$ cat src/common/smre_pkg.sv
// constants shared by the management-interrupt routing block
// assumes a 32-bit apb slave with 12-bit byte addresses
package smre_pkg;

    // register indices as printed; byte address is four times the index
    localparam logic [9:0]  SMRE_IDX_EN_A     = 10'h0B4;  // first enable register
    localparam logic [9:0]  SMRE_IDX_EN_B     = 10'h0B5;  // second enable register
    localparam logic [9:0]  SMRE_IDX_ST_A     = 10'h0B6;  // first source status
    localparam logic [9:0]  SMRE_IDX_ST_B     = 10'h0B7;  // second source status
    localparam logic [11:0] SMRE_ADDR_EN_A    = {SMRE_IDX_EN_A, 2'b00};
    localparam logic [11:0] SMRE_ADDR_EN_B    = {SMRE_IDX_EN_B, 2'b00};
    localparam logic [11:0] SMRE_ADDR_ST_A    = {SMRE_IDX_ST_A, 2'b00};
    localparam logic [11:0] SMRE_ADDR_ST_B    = {SMRE_IDX_ST_B, 2'b00};
    // event interrupt registers
    localparam logic [11:0] SMRE_ADDR_IRQ_ST  = 12'h300;  // sticky events, write one to clear
    localparam logic [11:0] SMRE_ADDR_IRQ_MSK = 12'h304;  // event mask, one passes

    // reset values
    localparam logic [7:0]  SMRE_RST_EN       = 8'h00;
    localparam logic [7:0]  SMRE_RST_ST       = 8'h00;
    localparam logic [1:0]  SMRE_RST_IRQ      = 2'h0;

    // implemented bits of each register
    localparam logic [7:0]  SMRE_MASK_A       = 8'h9E;    // bits 1,2,3,4,7
    localparam logic [7:0]  SMRE_MASK_B_SRC   = 8'h17;    // bits 0,1,2,4
    localparam logic [7:0]  SMRE_MASK_B       = 8'hD7;    // sources plus bits 6,7

    // field positions, first enable / status register
    localparam int SMRE_BIT_PAR   = 1;
    localparam int SMRE_BIT_UART2 = 2;
    localparam int SMRE_BIT_UART1 = 3;
    localparam int SMRE_BIT_FLOP  = 4;
    localparam int SMRE_BIT_WDT   = 7;
    // field positions, second enable / status register
    localparam int SMRE_BIT_MOUSE = 0;
    localparam int SMRE_BIT_KBD   = 1;
    localparam int SMRE_BIT_IR    = 2;
    localparam int SMRE_BIT_P12   = 4;
    localparam int SMRE_BIT_SER   = 6;
    localparam int SMRE_BIT_PIN   = 7;
    // event interrupt bits
    localparam int SMRE_EV_GROUP  = 0;
    localparam int SMRE_EV_IR     = 1;

endpackage

$ cat src/common/smre_src_if.sv
// carries source status and its read-clear between status and top modules
// assumes both ends run on the same clock
`timescale 1ns/1ps
`default_nettype none
interface smre_src_if;
    logic [7:0] status_a;     // first source status
    logic [7:0] status_b;     // second source status
    logic       clear_ir;     // read of second status register completes

    // status keeper drives status, reads the clear
    modport keeper (output status_a, output status_b, input clear_ir);
    // register side reads status, drives the clear
    modport user   (input status_a, input status_b, output clear_ir);
endinterface
`default_nettype wire

$ cat src/logic/smre_status.sv
// source status capture for the management-interrupt routing block
// assumes all source inputs are synchronous to pclk and active high
`timescale 1ns/1ps
`default_nettype none
module smre_status (
    input  wire logic pclk,                  // bus clock
    input  wire logic presetn,               // async reset, low active
    input  wire logic parallel_irq_line,     // parallel port interrupt
    input  wire logic second_uart_irq,       // second uart interrupt
    input  wire logic first_uart_irq,        // first uart interrupt
    input  wire logic floppy_irq,            // floppy interrupt
    input  wire logic watchdog_irq,          // watchdog interrupt
    input  wire logic mouse_irq,             // mouse interrupt
    input  wire logic keyboard_irq,          // keyboard interrupt
    input  wire logic ir_rx_muxed,           // ir receive after location mux
    input  wire logic kbc_port1_bit2,        // keyboard controller port bit
    output logic      ir_edge_event,         // one-cycle pulse on ir transition
    smre_src_if.keeper src                   // status toward the top
);
    import smre_pkg::*;

    logic [7:0] st_a;           // first status
    logic [7:0] st_b;           // second status
    logic       ir_prev;        // last ir level
    logic       ir_primed;      // ir_prev holds a real sample
    logic [7:0] next_st_a;
    logic [7:0] next_st_b;
    logic       next_ir_prev;
    logic       next_ir_primed;
    logic       ir_toggle;

    // next status: levels follow sources, ir bit is sticky
    always_comb begin
        ir_toggle      = ir_primed && (ir_rx_muxed != ir_prev);
        next_ir_prev   = ir_rx_muxed;
        next_ir_primed = 1'b1;
        next_st_a      = SMRE_RST_ST;
        next_st_b      = SMRE_RST_ST;
        // source bits clear only when the unit drops its request
        next_st_a[SMRE_BIT_PAR]   = parallel_irq_line;
        next_st_a[SMRE_BIT_UART2] = second_uart_irq;
        next_st_a[SMRE_BIT_UART1] = first_uart_irq;
        next_st_a[SMRE_BIT_FLOP]  = floppy_irq;
        next_st_a[SMRE_BIT_WDT]   = watchdog_irq;
        next_st_b[SMRE_BIT_MOUSE] = mouse_irq;
        next_st_b[SMRE_BIT_KBD]   = keyboard_irq;
        next_st_b[SMRE_BIT_P12]   = kbc_port1_bit2;
        // a transition in the clearing cycle keeps the bit set
        if (ir_toggle) begin
            next_st_b[SMRE_BIT_IR] = 1'b1;
        end else if (src.clear_ir) begin
            next_st_b[SMRE_BIT_IR] = 1'b0;
        end else begin
            next_st_b[SMRE_BIT_IR] = st_b[SMRE_BIT_IR];
        end
    end

    // status registers
    always_ff @(posedge pclk or negedge presetn) begin
        if (!presetn) begin
            st_a      <= SMRE_RST_ST;
            st_b      <= SMRE_RST_ST;
            ir_prev   <= 1'b0;
            ir_primed <= 1'b0;
        end else begin
            st_a      <= next_st_a;
            st_b      <= next_st_b;
            ir_prev   <= next_ir_prev;
            ir_primed <= next_ir_primed;
        end
    end

    assign src.status_a  = st_a;
    assign src.status_b  = st_b;
    assign ir_edge_event = ir_toggle;
endmodule
`default_nettype wire

$ cat src/logic/smre_top.sv
// management-interrupt routing block: enables, status, group output, apb slave
// assumes an apb master on pclk and source lines synchronous to pclk
//
// How it works
// first enable register gates five sources
// second enable gates mouse, keyboard, ir
// bit four routes keyboard port bit
// bit six forwards group to serial irq
// bit seven drives pin, else pin floats
// source status clears only at its source
// ir bit sets on transition, read clears
// group low on enabled status; reserved zero
`timescale 1ns/1ps
`default_nettype none
module smre_top (
    input  wire logic        pclk,               // bus clock, 100 MHz
    input  wire logic        presetn,            // async reset, low active
    input  wire logic [11:0] paddr,              // apb byte address
    input  wire logic        psel,               // apb select
    input  wire logic        penable,            // apb access phase
    input  wire logic        pwrite,             // apb direction, high writes
    input  wire logic [31:0] pwdata,             // apb write data
    input  wire logic [3:0]  pstrb,              // apb byte strobes
    output logic      [31:0] prdata,             // apb read data
    output logic             pready,             // apb ready
    output logic             pslverr,            // apb error on unmapped address
    input  wire logic        parallel_irq_line,  // parallel port interrupt
    input  wire logic        second_uart_irq,    // second uart interrupt
    input  wire logic        first_uart_irq,     // first uart interrupt
    input  wire logic        floppy_irq,         // floppy interrupt
    input  wire logic        watchdog_irq,       // watchdog interrupt
    input  wire logic        mouse_irq,          // mouse interrupt
    input  wire logic        keyboard_irq,       // keyboard interrupt
    input  wire logic        ir_rx_muxed,        // ir receive after location mux
    input  wire logic        kbc_port1_bit2,     // keyboard controller port bit
    output logic             group_mgmt_int_n,   // group interrupt, low active
    output logic             mgmt_pin_o,         // management pin drive level
    output logic             mgmt_pin_oe,        // management pin output enable
    output logic             serial_irq_mgmt,    // group request onto serial irq
    output logic             irq                 // event interrupt, high active
);
    import smre_pkg::*;

    smre_src_if src ();                          // status link to keeper

    // enable registers
    logic [7:0]  mgmt_int_enable_a;              // first enable register
    logic [7:0]  mgmt_int_enable_b;              // second enable register
    logic [7:0]  next_mgmt_int_enable_a;
    logic [7:0]  next_mgmt_int_enable_b;
    // event interrupt registers
    logic [1:0]  irq_status;                     // sticky events
    logic [1:0]  irq_mask;                       // event mask
    logic [1:0]  next_irq_status;
    logic [1:0]  next_irq_mask;
    // bus state
    logic [31:0] next_prdata;
    logic        setup_phase;                    // first cycle of a transfer
    logic        access_done;                    // completing edge of a transfer
    logic        wr_done;                        // completing write
    logic        rd_done;                        // completing read
    logic        addr_hit;                       // address is mapped
    logic        lane0_wr;                       // low byte lane written
    // group logic
    logic        group_active;                   // group request, high active
    logic        group_prev;                     // group state one cycle ago
    logic        next_group_n;
    logic        next_group_prev;
    logic        next_pin_o;
    logic        next_pin_oe;
    logic        next_serial;
    logic        next_irq;
    logic        ir_edge_event;                  // ir transition pulse
    // named enable bits
    logic        gate_parallel_port_src;
    logic        gate_second_uart_src;
    logic        gate_first_uart_src;
    logic        gate_floppy_src;
    logic        gate_watchdog_src;
    logic        gate_mouse_src;
    logic        gate_keyboard_src;
    logic        gate_ir_event_src;
    logic        gate_kbc_port_bit_src;
    logic        group_to_serial_irq;
    logic        group_to_output_pin;

    // status keeper
    smre_status u_status (
        .pclk              (pclk),
        .presetn           (presetn),
        .parallel_irq_line (parallel_irq_line),
        .second_uart_irq   (second_uart_irq),
        .first_uart_irq    (first_uart_irq),
        .floppy_irq        (floppy_irq),
        .watchdog_irq      (watchdog_irq),
        .mouse_irq         (mouse_irq),
        .keyboard_irq      (keyboard_irq),
        .ir_rx_muxed       (ir_rx_muxed),
        .kbc_port1_bit2    (kbc_port1_bit2),
        .ir_edge_event     (ir_edge_event),
        .src               (src.keeper)
    );

    // bus phase decode; the slave never waits
    always_comb begin
        setup_phase = psel && !penable;
        access_done = psel && penable;
        wr_done     = access_done && pwrite;
        rd_done     = access_done && !pwrite;
        lane0_wr    = wr_done && pstrb[0];
        unique case (paddr)
            SMRE_ADDR_EN_A,
            SMRE_ADDR_EN_B,
            SMRE_ADDR_ST_A,
            SMRE_ADDR_ST_B,
            SMRE_ADDR_IRQ_ST,
            SMRE_ADDR_IRQ_MSK: addr_hit = 1'b1;
            default:           addr_hit = 1'b0;
        endcase
    end

    assign pready  = 1'b1;
    assign pslverr = access_done && !addr_hit;

    // a completed read of the second status register drops the ir bit
    assign src.clear_ir = rd_done && (paddr == SMRE_ADDR_ST_B);

    // named views of the enable fields
    always_comb begin
        gate_parallel_port_src = mgmt_int_enable_a[SMRE_BIT_PAR];
        gate_second_uart_src   = mgmt_int_enable_a[SMRE_BIT_UART2];
        gate_first_uart_src    = mgmt_int_enable_a[SMRE_BIT_UART1];
        gate_floppy_src        = mgmt_int_enable_a[SMRE_BIT_FLOP];
        gate_watchdog_src      = mgmt_int_enable_a[SMRE_BIT_WDT];
        gate_mouse_src         = mgmt_int_enable_b[SMRE_BIT_MOUSE];
        gate_keyboard_src      = mgmt_int_enable_b[SMRE_BIT_KBD];
        gate_ir_event_src      = mgmt_int_enable_b[SMRE_BIT_IR];
        gate_kbc_port_bit_src  = mgmt_int_enable_b[SMRE_BIT_P12];
        group_to_serial_irq    = mgmt_int_enable_b[SMRE_BIT_SER];
        group_to_output_pin    = mgmt_int_enable_b[SMRE_BIT_PIN];
    end

    // next enable values; reserved bits stay zero
    always_comb begin
        next_mgmt_int_enable_a = mgmt_int_enable_a;
        next_mgmt_int_enable_b = mgmt_int_enable_b;
        if (lane0_wr && paddr == SMRE_ADDR_EN_A) begin
            next_mgmt_int_enable_a = pwdata[7:0] & SMRE_MASK_A;
        end
        if (lane0_wr && paddr == SMRE_ADDR_EN_B) begin
            next_mgmt_int_enable_b = pwdata[7:0] & SMRE_MASK_B;
        end
    end

    // enable registers
    always_ff @(posedge pclk or negedge presetn) begin
        if (!presetn) begin
            mgmt_int_enable_a <= SMRE_RST_EN;
            mgmt_int_enable_b <= SMRE_RST_EN;
        end else begin
            mgmt_int_enable_a <= next_mgmt_int_enable_a;
            mgmt_int_enable_b <= next_mgmt_int_enable_b;
        end
    end

    // group request from enabled status bits
    always_comb begin
        group_active = 1'b0;
        // first register sources
        if (gate_parallel_port_src && src.status_a[SMRE_BIT_PAR]) begin
            group_active = 1'b1;
        end
        if (gate_second_uart_src && src.status_a[SMRE_BIT_UART2]) begin
            group_active = 1'b1;
        end
        if (gate_first_uart_src && src.status_a[SMRE_BIT_UART1]) begin
            group_active = 1'b1;
        end
        if (gate_floppy_src && src.status_a[SMRE_BIT_FLOP]) begin
            group_active = 1'b1;
        end
        if (gate_watchdog_src && src.status_a[SMRE_BIT_WDT]) begin
            group_active = 1'b1;
        end
        // second register sources
        if (gate_mouse_src && src.status_b[SMRE_BIT_MOUSE]) begin
            group_active = 1'b1;
        end
        if (gate_keyboard_src && src.status_b[SMRE_BIT_KBD]) begin
            group_active = 1'b1;
        end
        if (gate_ir_event_src && src.status_b[SMRE_BIT_IR]) begin
            group_active = 1'b1;
        end
        // keyboard controller port bit routed internally
        if (gate_kbc_port_bit_src && src.status_b[SMRE_BIT_P12]) begin
            group_active = 1'b1;
        end
    end

    // next values of the group outputs
    always_comb begin
        next_group_n    = !group_active;
        next_group_prev = group_active;
        // pin floats unless routing is on; drives the low-active level
        next_pin_oe     = group_to_output_pin;
        next_pin_o      = group_to_output_pin ? !group_active : 1'b1;
        // serial irq stream sees the group only when forwarded
        next_serial     = group_to_serial_irq && group_active;
    end

    // group output registers
    always_ff @(posedge pclk or negedge presetn) begin
        if (!presetn) begin
            group_mgmt_int_n <= 1'b1;
            group_prev       <= 1'b0;
            mgmt_pin_o       <= 1'b1;
            mgmt_pin_oe      <= 1'b0;
            serial_irq_mgmt  <= 1'b0;
        end else begin
            group_mgmt_int_n <= next_group_n;
            group_prev       <= next_group_prev;
            mgmt_pin_o       <= next_pin_o;
            mgmt_pin_oe      <= next_pin_oe;
            serial_irq_mgmt  <= next_serial;
        end
    end

    // event status: a new event beats a write-one clear in the same cycle
    always_comb begin
        next_irq_status = irq_status;
        next_irq_mask   = irq_mask;
        if (lane0_wr && paddr == SMRE_ADDR_IRQ_ST) begin
            next_irq_status = irq_status & ~pwdata[1:0];
        end
        if (lane0_wr && paddr == SMRE_ADDR_IRQ_MSK) begin
            next_irq_mask = pwdata[1:0];
        end
        if (group_active && !group_prev) begin
            next_irq_status[SMRE_EV_GROUP] = 1'b1;
        end
        if (ir_edge_event) begin
            next_irq_status[SMRE_EV_IR] = 1'b1;
        end
        next_irq = |(next_irq_status & next_irq_mask);
    end

    // event interrupt registers
    always_ff @(posedge pclk or negedge presetn) begin
        if (!presetn) begin
            irq_status <= SMRE_RST_IRQ;
            irq_mask   <= SMRE_RST_IRQ;
            irq        <= 1'b0;
        end else begin
            irq_status <= next_irq_status;
            irq_mask   <= next_irq_mask;
            irq        <= next_irq;
        end
    end

    // read data is captured in the setup cycle and held through access
    always_comb begin
        next_prdata = prdata;
        if (setup_phase) begin
            next_prdata = 32'h0000_0000;
            unique case (paddr)
                SMRE_ADDR_EN_A: begin
                    next_prdata[7:0] = mgmt_int_enable_a;
                end
                SMRE_ADDR_EN_B: begin
                    next_prdata[7:0] = mgmt_int_enable_b;
                end
                SMRE_ADDR_ST_A: begin
                    next_prdata[7:0] = src.status_a & SMRE_MASK_A;
                end
                SMRE_ADDR_ST_B: begin
                    next_prdata[7:0] = src.status_b & SMRE_MASK_B_SRC;
                end
                SMRE_ADDR_IRQ_ST: begin
                    next_prdata[1:0] = irq_status;
                end
                SMRE_ADDR_IRQ_MSK: begin
                    next_prdata[1:0] = irq_mask;
                end
                default: begin
                    next_prdata = 32'h0000_0000; // unmapped reads zero
                end
            endcase
        end
    end

    // read data register
    always_ff @(posedge pclk or negedge presetn) begin
        if (!presetn) begin
            prdata <= 32'h0000_0000;
        end else begin
            prdata <= next_prdata;
        end
    end
endmodule
`default_nettype wire

$ cat config.mk
export PLATFORM = sky130hd
export DESIGN_NAME = smre_top
export DESIGN_NICKNAME = d
export VERILOG_FILES = /design/src/common/smre_pkg.sv /design/src/common/smre_src_if.sv /design/src/logic/smre_status.sv /design/src/logic/smre_top.sv
export SDC_FILE = /design/constraint.sdc
export NUM_CORES = 1
export LEC_CHECK = 0
export BUFFER_PORTS_ARGS = -buffer_cell sky130_fd_sc_hd__buf_2
export CELL_PAD_IN_SITES_DETAIL_PLACEMENT = 1
export CELL_PAD_IN_SITES_GLOBAL_PLACEMENT = 1
export CORE_UTILIZATION = 36
export CTS_CLUSTER_SIZE = 24
export DETAILED_ROUTE_END_ITERATION = 8
export GPL_ROUTABILITY_DRIVEN = 0
export PLACE_DENSITY_LB_ADDON = 0.1
export SYNTH_ARGS = -nofsm -noshare
export SYNTH_HDL_FRONTEND = slang
export SYNTH_SLANG_ARGS = --single-unit
$ cat constraint.sdc
create_clock -name pclk -period 4.97 [get_ports pclk]
set_clock_uncertainty 0.1 [all_clocks]
set_input_delay 0 -clock pclk [delete_from_list [all_inputs] [get_ports pclk]]
set_output_delay 0 -clock pclk [all_outputs]
set_load 0.01 [all_outputs]
==> results by group <==
Floorplan
  – Core footprint: 0.00511 mm^2
  – Initial Util: 0.376
  – Die W: 75.0 um
  – I/O Pins: 101
  – Die Y-Extent: 75.0 um
  – Die ar.: 0.00563 mm^2
  – Row count: 26

Route
  – Routed len/inst: 14.1 um
  – Total number of vias: 1361
  – Final ANT Viol Nets: 0
  – DR pass1 iterations: 4
  – Via-to-Cell Ratio: 4.55
  – 1st-iter DRT viols: 50
  – DRC viols: 0
  – Routed WL: 4230 um

Job
  – MaxCap Viol Count: 0

GRT
  – Largest net degree at the start of global routing: 40
  – Gr usage total: 0.170
  – Vias in the first global route: 1382
  – Remaining global-route overflow: 0
  – First-pass GRT wire length: 6850 um
  – Initial antenna violation count: 0

Pwr
  – Net Sw Power: 146 uW
  – VDD IR max: 0.169 mV
  – Clk pwr share: 0.347
  – Leak pwr: 0.00124 uW
  – Pwr per Cell Area: 248 mW/mm^2
  – Internal Power: 449 uW
  – Sequential share of power: 0.547
  – Net Sw Frac: 0.245
  – Power share of the combinational group: 0.106

Setup path
  – Critical Path Stages: 5
  – Worst reg-to-reg setup slack: 2.82 ns
  – FF-to-FF path depth: 5
  – Startpoint Class: flop
  – Crit. End Element: flop
  – FF-to-FF Start: mgmt_int_enable_a[7]
  – Cell Chain, Critical Path: a222oi_1 -> nand3_1 -> a221oi_1 -> a2bb2oi_1 -> a2bb2o_4
  – Req. time, crit path: 5.06 ns
  – Critical-path maximum fanout: 4
  – Max stage delay cell, worst path: a221oi_1
  – Critical Path Source: mgmt_int_enable_a[7]
  – CP max stage delay: 0.52 ns
  – CP Class: reg -> reg
  – Worst Path Arrival: 2.24 ns
  – CP delay by family, top: compound AO/OA/AOI/OAI gates
  – Count of buffer and inverter cells on the critical path: 0

STA
  – Final Hold Violating Endpoints: 0
  – Tcrit/Tclk final: 0.433
  – Max-slew violation count: 0
  – Sum of negative setup slack: 0 ns
  – Fmax: 465 MHz
  – Worst-margin pin slew: 0.849 ns
  – RSZ-0062 raised after global routing: false
  – Worst slew margin: 0.434
  – Final min period: 2.15 ns
  – Final setup violation count: 0

Logic synthesis
  – Ys async rst share: 1.00
  – Main synth FF type: dfrtp_1
  – #FFs+latches synth: 39
  – Synth unique cells: 45
  – Mapped Area: 0.00192 mm^2
  – Register area share after synthesis: 0.509
  – Number of synthesized flops with an enable pin: 0
  – Avg Inst Size Synth: 12.0 um^2
  – Yosys warnings: 0
  – Synthesized instance count: 160

Min path
  – Min-Delay Startpoint: paddr[4]
  – Hold depth: 4
  – Hold Path Class: in -> reg

Clock tree
  – CTS Buffer Depth: 2
  – CTS buffer count: 5
  – Clock slew at reported path FFs: 0.08 ns
  – Clock Tree Root: clkbuf_8
  – Number of gates resized after CTS: 0
  – Clk sinks: 39
  – Clock latency on the worst-skew pair: 0.29 ns
  – H-tree levels: 2
  – CTS tree: built

Finish
  – Share of post-route cells with drive strength above 1: 0.341
  – Final Net Count: 290
  – Fill cells: 587
  – Non-Filler Instances: 299
  – Layout overhead on the synthesized area: 24.8%
  – Antenna Diode Count: 0

Placement
  – Placed Instances: 272
  – HPWL after DPL: 3240 um
  – Port Buf Inserts: 46

Status
  – Status: finished clean
[state kept, by name (all words and copies together) (netlist names)]
name	count
mgmt_pin_o	1
u_status.src.status_b	4
irq_mask	2
group_mgmt_int_n	1
u_status.ir_prev	1
prdata	7
u_status.src.status_a	5
mgmt_pin_oe	1
irq	1
group_prev	1
serial_irq_mgmt	1
mgmt_int_enable_b	6
mgmt_int_enable_a	5
irq_status	2
u_status.ir_primed	1
[final timing paths]
path                                            end
setup / recovery                                irq
hold / removal                        irq_status[1]
setup reg to reg                                irq
hold reg to reg                         mgmt_pin_oe
max in group asynchronous  u_status.src.status_a[3]
min in group asynchronous                 prdata[3]
[cells in the mapped netlist, types with 3 or more instances]
master | instances | share of area
mux2i_1 | 5 | 0.026
nand3_1 | 7 | 0.018
inv_1 | 5 | 0.0098
mux2_2 | 11 | 0.064
nor2b_1 | 4 | 0.013
nor3_1 | 3 | 0.0078
clkbuf_1 | 3 | 0.0059
dfrtp_1 | 37 | 0.48
nand2_1 | 13 | 0.025
nor2_1 | 3 | 0.0059
buf_4 | 26 | 0.10
[metrics by stage]
stage	setup slack [ns]	cell area, um^2	total power (uW)	hold WS, ns	util
CTS	2.80	2400	603	0.0468	0.469
global placement	2.83	2130	382	0.00855	0.416
detailed placement	2.81	2130	384	0.0102	0.416
finish	2.82	2400	595	0.0504	0.469
global route	2.62	2400	627	0.0873	0.469
floorplan	3.14	2010	371	-0.396	-
[worst register-to-register path: stages (launching register included)]
cell and delay [ns]:
dfrtp_1 0.41, a222oi_1 0.33, nand3_1 0.12, a221oi_1 0.52, a2bb2oi_1 0.33, a2bb2o_4 0.25
[layout make-up]
type	instances	area [um^2]	area share
inverters	5	18.8	0.00783
clock buffers	7	76.3	0.0318
clock inverters	1	5.00	0.00209
flip-flops and latches	39	978	0.408
well taps	70	87.6	0.0365
repair buffers	65	420	0.175
multi-input cells	112	811	0.338
[routing by layer]
metal | part of all wire | track usage | vias up
met1 | 0.40 | 0.199 | 668
met2 | 0.55 | 0.310 | 46
met3 | 0.039 | 0.0415 | 4
met5 | 0 | 0 | -
met4 | 0.010 | 0.0440 | 0
li1 | - | - | 643
[power groups by stage]
stage | registers, uW | logic (uW) | clock network, uW
final | 325 | 63.0 | 206
after global routing | 326 | 72.1 | 229
after CTS | 325 | 63.8 | 213
after detailed placement | 332 | 52.4 | 0
after global placement | 331 | 50.9 | 0
after floorplan | 331 | 40.3 | 0
[placed cells by master, fill, tap and decap left out, types with 2 or more instances in the layout]
master	instances
conb_1	27
dfstp_2	2
dfrtp_1	37
nor3_1	3
a21o_1	2
buf_2	46
or2_2	2
a21oi_1	2
nand2b_1	2
mux4_2	2
a2bb2oi_1	2
nor2b_1	4
mux2_2	11
inv_1	5
nand3_1	7
mux2i_1	5
dlygate4sd3_1	19
clkbuf_8	5
nand2_1	13
a22oi_1	2
clkbuf_1	2
nor2_1	3
[cells by family (layout without fill, tap and decap cells)]
logic type | after synthesis | after routing | synth area share
simple gates | 46 | 46 | 0.162
compound gates | 19 | 19 | 0.0814
xor+xnor | 1 | 1 | 0.00456
buf+inv | 34 | 78 | 0.117
mux | 19 | 19 | 0.122
flops | 39 | 39 | 0.509
other cells | 2 | 27 | 0.00391
[timing repair]
action	4_1_cts	5_1_grt
hold buffers	19	0
hold endpoints to repair	65	0
buffers inserted	0	0
(Power assumes the default switching activity.)
